--- src/hdl/serial_input_receiver_consts.svh ---
// Constants for the start-stop serial character receiver.
// Assumes inclusion by its bare name from the design.
`ifndef SERIAL_INPUT_RECEIVER_CONSTS_SVH
`define SERIAL_INPUT_RECEIVER_CONSTS_SVH

// APB register byte addresses
`define SIR_ADDR_CTRL 12'h000
`define SIR_ADDR_HALFBIT 12'h004
`define SIR_ADDR_IDLE 12'h008
`define SIR_ADDR_STATUS 12'h00c
`define SIR_ADDR_DATA 12'h010
`define SIR_ADDR_ACK 12'h014

// Control register fields
`define SIR_CTRL_LEN_LSB 0
`define SIR_CTRL_LEN_MSB 1
`define SIR_CTRL_STOP_LSB 2
`define SIR_CTRL_STOP_MSB 3
`define SIR_CTRL_TEST 4
`define SIR_CTRL_BREAK 5

// Status word bit positions
`define SIR_ST_BREAK_IDLE 8
`define SIR_ST_LOST 9
`define SIR_ST_READY 11

// Reset values
`define SIR_CTRL_RST 32'h0000_000f
`define SIR_HALFBIT_RST 16'h0004
`define SIR_IDLE_RST 32'h0000_0400

// Count figures: data starts at count 2, at most 11 pulses
`define SIR_FIRST_DATA 4'h2
`define SIR_MIN_PULSES 7
`define SIR_MAX_PULSES 11

`endif

--- src/hdl/serial_input_receiver_pkg.sv ---
// Types shared by the serial input receiver.
// Assumes the constants header is on the include path.
package serial_input_receiver_pkg;

    // Status word seen by the input multiplexer channel
    typedef struct packed {
        logic [3:0] rsvd_hi;
        logic ready;
        logic rsvd10;
        logic lost;
        logic break_idle;
        logic [7:0] data;
    } status_word_t;

    // Bit clock phase sequencer
    typedef enum logic [1:0] {
        ST_IDLE = 2'b00,
        ST_HALF = 2'b01,
        ST_EVEN = 2'b10,
        ST_ODD = 2'b11
    } rx_state_t;

endpackage : serial_input_receiver_pkg

--- src/hdl/serial_input_receiver.sv ---
// Start-stop serial character receiver with APB register access.
// Assumes i_line is synchronous to i_clk (1 = marking) and an APB master.
`timescale 1ns/100ps
`default_nettype none
`include "serial_input_receiver_consts.svh"

module serial_input_receiver #(
    parameter int DIV_W = 16,
    parameter int IDLE_W = 32
) (
    // Clock and reset
    input wire logic i_clk,
    input wire logic i_rst_n,
    // APB slave
    input wire logic i_psel,
    input wire logic i_penable,
    input wire logic i_pwrite,
    input wire logic [11:0] i_paddr,
    input wire logic [31:0] i_pwdata,
    output logic [31:0] o_prdata,
    output logic o_pready,
    output logic o_pslverr,
    // Line and operator
    input wire logic i_line,
    output logic o_mark_lamp,
    output logic o_test_lamp,
    // Input multiplexer channel
    input wire logic i_input_ack,
    output serial_input_receiver_pkg::status_word_t o_status
);

    // ------------------------------------------------------------
    // Parameter check
    // ------------------------------------------------------------
    if (DIV_W < 4 || DIV_W > 32 || IDLE_W < 8 || IDLE_W > 32)
    begin : g_bad_param
        $error("serial_input_receiver: unsupported width");
    end

    // ------------------------------------------------------------
    // Declarations
    // ------------------------------------------------------------
    serial_input_receiver_pkg::rx_state_t state_q;
    logic [5:0] ctrl_q;
    logic [DIV_W-1:0] half_q;
    logic [IDLE_W-1:0] idle_lim_q;
    logic [DIV_W-1:0] div_q;
    logic [IDLE_W-1:0] idle_cnt_q;
    logic [3:0] left_q;
    logic [3:0] right_q;
    logic [7:0] asm_q;
    logic [7:0] hold_q;
    logic ready_q;
    logic lost_q;
    logic break_q;
    logic idle_q;
    logic stop_seen_q;
    logic [1:0] len_sel;
    logic [1:0] stop_sel;
    logic test_mode;
    logic man_break;
    logic tick;
    logic even_pulse;
    logic stop_evt;
    logic start_evt;
    logic load_pulse;
    logic [3:0] data_bits;
    logic [3:0] stop_cnt;
    logic apb_wr;
    logic apb_rd;
    logic ack_wr;
    logic ack_any;
    logic force_ones;

    // Control fields
    assign len_sel = ctrl_q[`SIR_CTRL_LEN_MSB:`SIR_CTRL_LEN_LSB];
    assign stop_sel = ctrl_q[`SIR_CTRL_STOP_MSB:`SIR_CTRL_STOP_LSB];
    assign test_mode = ctrl_q[`SIR_CTRL_TEST];
    // Manual break only acts while the line is marking
    assign man_break = ctrl_q[`SIR_CTRL_BREAK];
    assign force_ones = man_break && i_line;

    // ------------------------------------------------------------
    // Character length decoding
    // ------------------------------------------------------------
    // Data bits are 5..8; stop event falls mid first stop bit, mid second for 2 bits
    assign data_bits = 4'(len_sel) + 4'h5;
    // Stop selection 0:1 bit 1:1.5 bit (sampled mid-first) 2/3:2 bits
    assign stop_cnt = `SIR_FIRST_DATA + data_bits
        + ((stop_sel >= 2'h2) ? 4'h1 : 4'h0);

    // ------------------------------------------------------------
    // Half-bit divider
    // ------------------------------------------------------------
    // Tick every programmed half-bit; phase alternates even/odd
    assign tick = (state_q != serial_input_receiver_pkg::ST_IDLE)
        && (div_q == half_q);

    always_ff @(posedge i_clk or negedge i_rst_n)
    begin
        if (!i_rst_n)
            div_q <= '0;
        else if (state_q == serial_input_receiver_pkg::ST_IDLE || tick)
            div_q <= '0;
        else
            div_q <= div_q + DIV_W'(1);
    end

    // ------------------------------------------------------------
    // Bit clock sequencer
    // ------------------------------------------------------------
    // Line zero or test mode wakes the clock control
    assign start_evt = (state_q == serial_input_receiver_pkg::ST_IDLE)
        && (!i_line || test_mode);
    // First even pulse ends the half-bit delay at mid start, so every
    // later even pulse lands mid-bit instead of on a bit boundary
    assign even_pulse = tick
        && (state_q == serial_input_receiver_pkg::ST_HALF
            || state_q == serial_input_receiver_pkg::ST_EVEN);
    assign stop_evt = even_pulse && (left_q == stop_cnt);
    // Loading pulse on the even phase of a data count
    assign load_pulse = even_pulse
        && (left_q >= `SIR_FIRST_DATA)
        && (left_q < `SIR_FIRST_DATA + data_bits);

    always_ff @(posedge i_clk or negedge i_rst_n)
    begin
        if (!i_rst_n)
            state_q <= serial_input_receiver_pkg::ST_IDLE;
        else
        begin
            unique case (state_q)
                serial_input_receiver_pkg::ST_IDLE:
                    if (start_evt)
                        state_q <= serial_input_receiver_pkg::ST_HALF;
                serial_input_receiver_pkg::ST_HALF:
                    // Half start pulse elapsed: the clock starts with its
                    // even pulse, so the odd phase follows
                    if (tick)
                        state_q <= serial_input_receiver_pkg::ST_ODD;
                serial_input_receiver_pkg::ST_EVEN:
                    if (tick)
                        state_q <= serial_input_receiver_pkg::ST_ODD;
                serial_input_receiver_pkg::ST_ODD:
                    if (tick)
                        state_q <= stop_seen_q
                            ? serial_input_receiver_pkg::ST_IDLE
                            : serial_input_receiver_pkg::ST_EVEN;
            endcase
        end
    end

    // Stop event remembered until the following odd phase
    always_ff @(posedge i_clk or negedge i_rst_n)
    begin
        if (!i_rst_n)
            stop_seen_q <= 1'b0;
        else if (stop_evt)
            stop_seen_q <= 1'b1;
        else if (tick && state_q == serial_input_receiver_pkg::ST_ODD)
            stop_seen_q <= 1'b0;
    end

    // ------------------------------------------------------------
    // Two-rank counter
    // ------------------------------------------------------------
    // Left rank advances from right on even, right copies on odd
    always_ff @(posedge i_clk or negedge i_rst_n)
    begin
        if (!i_rst_n)
        begin
            left_q <= 4'h1;
            right_q <= 4'h1;
        end
        else if (state_q == serial_input_receiver_pkg::ST_IDLE)
        begin
            left_q <= 4'h1;
            right_q <= 4'h1;
        end
        else if (even_pulse)
            left_q <= right_q + 4'h1;
        else if (tick && state_q == serial_input_receiver_pkg::ST_ODD)
            right_q <= left_q;
    end

    // ------------------------------------------------------------
    // Assembly register
    // ------------------------------------------------------------
    // Holds the inverted line: spacing reads as one internally
    always_ff @(posedge i_clk or negedge i_rst_n)
    begin
        if (!i_rst_n)
            asm_q <= '0;
        else if (force_ones)
            asm_q <= '1;
        else if (tick && state_q == serial_input_receiver_pkg::ST_ODD
                 && stop_seen_q)
            asm_q <= '0;
        else if (load_pulse)
            asm_q[3'(left_q - `SIR_FIRST_DATA)] <= !i_line;
    end

    // ------------------------------------------------------------
    // Holding register and status flags
    // ------------------------------------------------------------
    assign ack_any = i_input_ack || ack_wr;

    // Data delivered as true levels; a line break yields all zeros, manual break all ones
    always_ff @(posedge i_clk or negedge i_rst_n)
    begin
        if (!i_rst_n)
            hold_q <= '0;
        else if (force_ones)
            hold_q <= '1;
        else if (stop_evt)
            hold_q <= ~asm_q
                & 8'((9'h001 << data_bits) - 9'h001);
    end

    // Set wins over acknowledge for every flag
    always_ff @(posedge i_clk or negedge i_rst_n)
    begin
        if (!i_rst_n)
            ready_q <= 1'b0;
        else if (stop_evt || force_ones)
            ready_q <= 1'b1;
        else if (ack_any)
            ready_q <= 1'b0;
    end

    always_ff @(posedge i_clk or negedge i_rst_n)
    begin
        if (!i_rst_n)
            lost_q <= 1'b0;
        else if ((stop_evt && ready_q) || force_ones)
            lost_q <= 1'b1;
        else if (ack_any)
            lost_q <= 1'b0;
    end

    // Break: the line spaced through data and stop position
    always_ff @(posedge i_clk or negedge i_rst_n)
    begin
        if (!i_rst_n)
            break_q <= 1'b0;
        else if ((stop_evt && !i_line
                  && (asm_q | ~8'((9'h001 << data_bits) - 9'h001)) == 8'hff)
                 || force_ones)
            break_q <= 1'b1;
        else if (ack_any)
            break_q <= 1'b0;
    end

    // ------------------------------------------------------------
    // Idle timeout
    // ------------------------------------------------------------
    // Restarts at each start pulse; idle cleared by a new start
    always_ff @(posedge i_clk or negedge i_rst_n)
    begin
        if (!i_rst_n)
            idle_cnt_q <= '0;
        else if (start_evt && !i_line)
            idle_cnt_q <= '0;
        else if (idle_cnt_q != idle_lim_q)
            idle_cnt_q <= idle_cnt_q + IDLE_W'(1);
    end

    always_ff @(posedge i_clk or negedge i_rst_n)
    begin
        if (!i_rst_n)
            idle_q <= 1'b0;
        else if (start_evt && !i_line)
            idle_q <= 1'b0;
        else if (idle_cnt_q == idle_lim_q - IDLE_W'(1))
            idle_q <= 1'b1;
    end

    // ------------------------------------------------------------
    // Outputs to channel and lamps
    // ------------------------------------------------------------
    // Break and idle merged on one line
    always_ff @(posedge i_clk or negedge i_rst_n)
    begin
        if (!i_rst_n)
        begin
            o_status <= '0;
            o_mark_lamp <= 1'b0;
            o_test_lamp <= 1'b0;
        end
        else
        begin
            o_status.rsvd_hi <= '0;
            o_status.rsvd10 <= 1'b0;
            o_status.ready <= ready_q;
            o_status.lost <= lost_q;
            o_status.break_idle <= break_q || idle_q;
            o_status.data <= hold_q;
            o_mark_lamp <= i_line;
            o_test_lamp <= test_mode;
        end
    end

    // ------------------------------------------------------------
    // APB register file
    // ------------------------------------------------------------
    // Zero wait states; unmapped addresses answer with slave error
    assign apb_wr = i_psel && i_penable && i_pwrite;
    assign apb_rd = i_psel && i_penable && !i_pwrite;
    assign ack_wr = apb_wr && (i_paddr == `SIR_ADDR_ACK);
    assign o_pready = 1'b1;

    function automatic logic addr_ok(input logic [11:0] a);
        addr_ok = (a == `SIR_ADDR_CTRL) || (a == `SIR_ADDR_HALFBIT)
            || (a == `SIR_ADDR_IDLE) || (a == `SIR_ADDR_STATUS)
            || (a == `SIR_ADDR_DATA) || (a == `SIR_ADDR_ACK);
    endfunction : addr_ok

    assign o_pslverr = i_psel && i_penable && !addr_ok(i_paddr);

    always_ff @(posedge i_clk or negedge i_rst_n)
    begin
        if (!i_rst_n)
        begin
            ctrl_q <= 6'(`SIR_CTRL_RST);
            half_q <= DIV_W'(`SIR_HALFBIT_RST);
            idle_lim_q <= IDLE_W'(`SIR_IDLE_RST);
        end
        else if (apb_wr)
        begin
            if (i_paddr == `SIR_ADDR_CTRL)
                ctrl_q <= i_pwdata[5:0];
            if (i_paddr == `SIR_ADDR_HALFBIT && i_pwdata[DIV_W-1:0] != '0)
                half_q <= i_pwdata[DIV_W-1:0];
            if (i_paddr == `SIR_ADDR_IDLE && i_pwdata[IDLE_W-1:0] != '0)
                idle_lim_q <= i_pwdata[IDLE_W-1:0];
        end
    end

    // Read data driven combinationally, not registered, in the access cycle
    always_comb
    begin
        o_prdata = '0;
        if (apb_rd)
        begin
            unique case (i_paddr)
                `SIR_ADDR_CTRL: o_prdata = 32'(ctrl_q);
                `SIR_ADDR_HALFBIT: o_prdata = 32'(half_q);
                `SIR_ADDR_IDLE: o_prdata = 32'(idle_lim_q);
                `SIR_ADDR_STATUS: o_prdata = 32'(o_status);
                `SIR_ADDR_DATA: o_prdata = 32'(hold_q);
                default: o_prdata = '0;
            endcase
        end
    end

endmodule : serial_input_receiver
`default_nettype wire

--- config.mk ---
export PLATFORM = sky130hd
export DESIGN_NAME = serial_input_receiver
export DESIGN_NICKNAME = d
export VERILOG_FILES = /design/src/hdl/serial_input_receiver_pkg.sv /design/src/hdl/serial_input_receiver.sv
export VERILOG_INCLUDE_DIRS = /design/src /design/src/hdl
export SDC_FILE = /design/constraint.sdc
export NUM_CORES = 1
export LEC_CHECK = 0
export BUFFER_PORTS_ARGS = -buffer_cell sky130_fd_sc_hd__buf_2
export CAP_MARGIN = 5
export CORE_ASPECT_RATIO = 1.4
export CORE_MARGIN = 2
export CORE_UTILIZATION = 55
export CTS_BUF_LIST = sky130_fd_sc_hd__clkbuf_8
export CTS_CLUSTER_DIAMETER = 60
export CTS_CLUSTER_SIZE = 24
export DETAILED_ROUTE_END_ITERATION = 16
export PLACE_DENSITY = 0.81
export SKIP_CTS_REPAIR_TIMING = 1
export SYNTH_ARGS = -nofsm -noshare
export SYNTH_HDL_FRONTEND = slang
export SYNTH_SLANG_ARGS = --single-unit
--- constraint.sdc ---
create_clock -name i_clk -period 5.8 [get_ports i_clk]
set_clock_uncertainty 0.05 [all_clocks]
set_input_delay 0.29 -clock i_clk [delete_from_list [all_inputs] [get_ports i_clk]]
set_output_delay 0.29 -clock i_clk [all_outputs]
set_load 0.02 [all_outputs]
== Word-level counts from Yosys, hierarchy flattened ==
Index checks and enable logic that the tools add are counted.
Storage, ports and cells
  register bits after elaboration: 146
Cells by class
  add/sub/neg operators: 9
  $lt $le $gt $ge: 5
  equal/unequal tests: 17
  shift-type cells: 1
  mux-type cells: 32
  bitwise logic cells: 4
  reduce and logical (&&, ||, !) cells: 58
Operator list (number)
  $pmux 32 s5: 1
  $mux 32: 3
  $mux 8: 5
  $add 32x1->32 const B: 1
  $eq 32x32->1: 1
  $ne 32x32->1: 1
  $reduce_bool 32->1: 1
  $sub 32x1->32 const B: 1
  $eq 12x4->1 const B: 2
  $eq 12x5->1 const B: 2
  $logic_and 1x1->1: 21
  $mux 4: 5
  $reduce_bool 2->1: 10
  $add 16x1->16 const B: 1
  $eq 16x16->1: 1
  $mux 16: 1
  $not 8->8: 2
  $reduce_bool 16->1: 1
  $logic_or 1x1->1: 13
  $eq 12x3->1 const B: 1
  $logic_not 12->1: 1
  $mux 1: 10
  $and 8x8->8: 1
  $bwmux 8: 1
  28 further kinds: 39

== Logic depth before layout (Yosys ltp) ==
  word-level depth: 9
  depth in mapped cells: 10

== Least setup slack after synthesis ==
Ideal clock, no wire load.
  path type: input to output
  from: input i_paddr[7]
  to: output o_prdata[12]
  arrival time: 2.396 ns
  required time: 5.460 ns
  path slack: 3.064 ns
  stages: 8
  path buffers: 1
  cell sequence: or4_1 > nor4_2 > and2b_1 > nand2_1 > nor2_1 > clkbuf_1 > a22oi_1 > nor2_1
On the way
  cells in the longest elaborated chain, start to end: 3
RTL lines
  from (decl): RTL line serial_input_receiver.sv:18  | input wire logic [11:0] i_paddr,
  $eq 12x5->1, or another cell as far along: RTL line serial_input_receiver.sv:345  | unique case (i_paddr)
  $pmux 32 s5 (*): RTL line serial_input_receiver.sv:345
  $mux 32 (*): RTL line serial_input_receiver.sv:343  | if (apb_rd)
  to (decl): RTL line serial_input_receiver.sv:20  | output logic [31:0] o_prdata,
Every way passes the cells marked *; elsewhere a longest branch is shown, timed or not.

== Worst setup path in the final report ==
  from: input i_paddr[7]
  to: output o_prdata[13]
The elaborated chain is that of the path after synthesis.

==> impl_metrics.py <==
metrics = {
    "critical_path": {
        "cpMaxStageDelayCell": "or4_1",
        "worstPathCellList": "buf_2 > or4_1 > nor4_2 > and2b_1 > nand2_1 > nor2_1 > buf_4 > a22oi_1 > nor2_1 > buf_2",
        "worstPathRequired_ns": 5.46,
        "crit_type": "primary input to output port",
        "crit_family": "simple AND/OR/NAND/NOR gates",
        "critPathMaxFanout": 21,
        "startpoint_type": "primary input",
        "crit_path_end_kind": "output port",
        "slowest_delay_ns": 0.53,
        "cp_num_buf_inv": 3,
        "cp.arrival_ns": 3.03,
    },
    "logic_synthesis": {
        "synth_area_leaders": "dfrtp_1 (41%), xnor2_1 (5.9%), xor2_1 (4.3%)",
        "synth_top_family_by_area": "simple AND/OR/NAND/NOR gates",
        "synth_warnings": 0,
        "synth-simple-area-share": 0.2137,
        "synth-seq-cells": 146,
        "synth_xor_area_frac": 0.1021,
        "ys_seq_area_frac": 0.4312,
        "ys_dominant_reg_cell": "dfrtp_1",
        "netlist_area_um2": 8496,
        "synthAdderAreaFrac": 0.02356,
        "syn_avg_cell_area_um2": 9.810,
        "netlist_instances": 866,
        "synth_common_cells": "dfrtp_1 (138), nor2_1 (75), nand2_1 (57), xnor2_1 (57), xor2_1 (42)",
        "synth_top_area_cell": "dfrtp_1",
        "muxShareOfSynthArea": 0.09470,
        "synth_compound_area_frac": 0.09632,
        "yosys.cell_types.count": 63,
        "synth.top_cell.area_share": 0.4065,
        "async_reset_ff_frac": 1.000,
        "synth-edff-count": 0,
        "yosysMostFrequentCell": "dfrtp_1",
    },
    "cells_and_area": {
        "nNetsFinal": 1007,
        "seq_area_um2": 3664,
        "multi_input_area_um2": 4531,
        "n_fill_cell": 1258,
        "area_growth_pct": 10.88,
        "drive_above_1_share": 0.1931,
    },
    "route": {
        "routed_via_density": 6.150,
        "drt_first_pass_iters": 5,
        "wl_mm": 22.04,
        "ant_nets": 0,
        "post_drt_wl_per_cell_um": 19.23,
        "vias": 7048,
        "drtIter0Drc": 524,
        "drc_errors": 0,
    },
    "floorplan": {
        "num_rows": 53,
        "die_w_um": 109.0,
        "ios": 103,
        "die_area_um2": 16470,
        "die_y_um": 151.1,
        "initial_core_util": 0.5644,
        "coreArea_um2": 15050,
    },
    "timing": {
        "fin_crit_sh": 0.5815,
        "setup_viol": 0,
        "fmax_mhz": 296.5,
        "period_minus_slack_ns": 3.373,
        "worst_slew_pin_slew_ns": 1.148,
        "grt_setup_unrepaired": "no",
        "slew_headroom": 0.2318,
        "hold_viol_final": 0,
        "setup_tns_ns": 0,
        "slew_viol_final": 0,
    },
    "pwr": {
        "p_seq_frac": 0.480,
        "vdd_ir_drop_max_mv": 0.2798,
        "combPwrFrac": 0.259,
        "power_frac_clock": 0.262,
        "power.density_nw_per_um2": 306.6,
        "p_total_mw": 2.888,
        "power.internal_mw": 1.803,
        "power_switching_mw": 1.086,
        "p_leak_nw": 4.441,
        "switching_share": 0.3759,
    },
    "clock_network": {
        "numCtsBuffers": 17,
        "numClockSinks": 146,
        "cts.path.max_buffers": 2,
        "path_clk_slew_ns": 0.09,
        "cts_tree": "built",
        "clock_latency_ns": 0.46,
        "cts_max_level": 4,
        "cts_root_buf": "clkbuf_8",
    },
    "global_routing": {
        "antenna_found_initial": 1,
        "grt_remaining_overflow": 0,
        "grt_start_max_net_pins": 77,
        "gr-usage-all-layers": 0.2767,
        "grt_pass1_wl_mm": 34.71,
        "grt_pass1_vias": 6676,
    },
    "run": {
        "maxCapViolCount": 0,
    },
    "min_path": {
        "min_path_type": "primary input to register",
    },
    "run_status": {
        "outcome": "completed",
    },
    "placement": {
        "gp_congestion": 0.9597,
        "port_buffers": 96,
        "place_hpwl_mm": 16.16,
    },
}
[per-stage QoR]
| step | instances | utilization | worst slack, ns | instance area [um^2] | hold WS (ns) |
|---|---|---|---|---|---|
| global route | 1145 | 0.6256 | 2.194 | 9418 | 0.002738 |
| global placement | 1111 | 0.5999 | 2.511 | 9030 | 0.2913 |
| finish | 1146 | 0.6258 | 2.427 | 9420 | 0.007414 |
| detailed placement | 1111 | 0.5999 | 2.430 | 9030 | 0.2916 |
| CTS | 1143 | 0.6243 | 2.423 | 9398 | -0.2039 |
| floorplan | 870 | - | 3.064 | 8511 | -0.05559 |
[per-layer routing]
| layer | vias to the layer above | global-route usage | share of wire |
|---|---|---|---|
| met2 | 291 | 0.4565 | 0.50 |
| met1 | 3411 | 0.3385 | 0.39 |
| met4 | 0 | 0.1635 | 0.052 |
| li1 | 3274 | - | - |
| met5 | - | 0 | 0 |
| met3 | 72 | 0.04604 | 0.062 |
[registers in the layout, summed over array words and instances (netlist names)]
| signal | count |
|---|---|
| idle_cnt_q | 32 |
| idle_lim_q | 32 |
| div_q | 16 |
| half_q | 16 |
| o_status | 11 |
| asm_q | 8 |
| hold_q | 8 |
| ctrl_q | 6 |
| left_q | 4 |
| right_q | 4 |
| state_q | 2 |
| break_q | 1 |
| idle_q | 1 |
| lost_q | 1 |
| o_mark_lamp | 1 |
| o_test_lamp | 1 |
| ready_q | 1 |
| stop_seen_q | 1 |
[cell type report]
class,instances,area share
Multi-Input combinational cell,652,0.4809
Sequential cell,146,0.3889
Timing Repair Buffer,102,0.05698
Clock buffer,18,0.02630
Tap cell,192,0.02550
Clock inverter,14,0.01275
Inverter,21,0.008368
Antenna cell,1,0.0002656
[worst register-to-register path, delay by kind of cell, from the launching register on]
kind            cells  cell delay [ns]
simple gates        4             2.04
compound gates      1             0.53
flops               1             0.45
xor+xnor            1             0.19
[final timing paths]
check,start,endpoint,slack [ns],cells after the start
hold / removal,i_pwdata[30],idle_lim_q[30],0.007,2
setup reg to reg,half_q[6],hold_q[6],2.43,6
hold reg to reg,lost_q,o_status[9],0.34,0
setup / recovery,i_paddr[7],o_prdata[13],2.43,10
max in group asynchronous,i_rst_n,half_q[6],3.95,3
min in group asynchronous,i_rst_n,idle_cnt_q[10],0.36,2
[power by group through the flow]
stage / sequential [mW] / clock (mW) / combinational [mW]
after CTS: 1.38 / 0.765 / 0.746
after floorplan: 1.33 / 0 / 0.567
after global placement: 1.39 / 0 / 0.720
final: 1.39 / 0.756 / 0.747
after detailed placement: 1.40 / 0 / 0.740
after global routing: 1.40 / 0.805 / 0.837
[kinds of logic after synthesis]
| kind of cell | after synthesis |
|---|---|
| compound gates | 123 |
| xor+xnor | 99 |
| mux | 73 |
| flops | 146 |
| other cells | 2 |
| fa+ha+maj | 16 |
| simple gates | 335 |
| buf+inv | 72 |
[placed cells by master, fill, tap and decap left out, types with 7 or more instances in the layout]
cell | netlist | routed
o211ai_1 | 8 | 8
clkbuf_8 | 0 | 18
dfstp_2 | 8 | 8
or3_1 | 17 | 17
nand3_1 | 35 | 35
and3_1 | 27 | 27
inv_6 | 0 | 7
ha_1 | 16 | 16
o21ai_0 | 36 | 35
xor2_1 | 42 | 42
nand4_1 | 19 | 19
nor2_1 | 75 | 74
a22o_1 | 7 | 7
and4_1 | 8 | 8
mux2_1 | 32 | 32
xnor2_1 | 57 | 57
a22oi_1 | 12 | 12
nor2b_1 | 8 | 8
inv_1 | 19 | 19
a222oi_1 | 8 | 8
nor3_1 | 19 | 19
mux2i_1 | 14 | 14
buf_2 | 13 | 95
nor4_1 | 32 | 32
nand2_1 | 57 | 57
dfrtp_1 | 138 | 138
a21oi_1 | 23 | 23
mux2_2 | 27 | 27
Note: power is estimated with default switching activity, not from simulation.
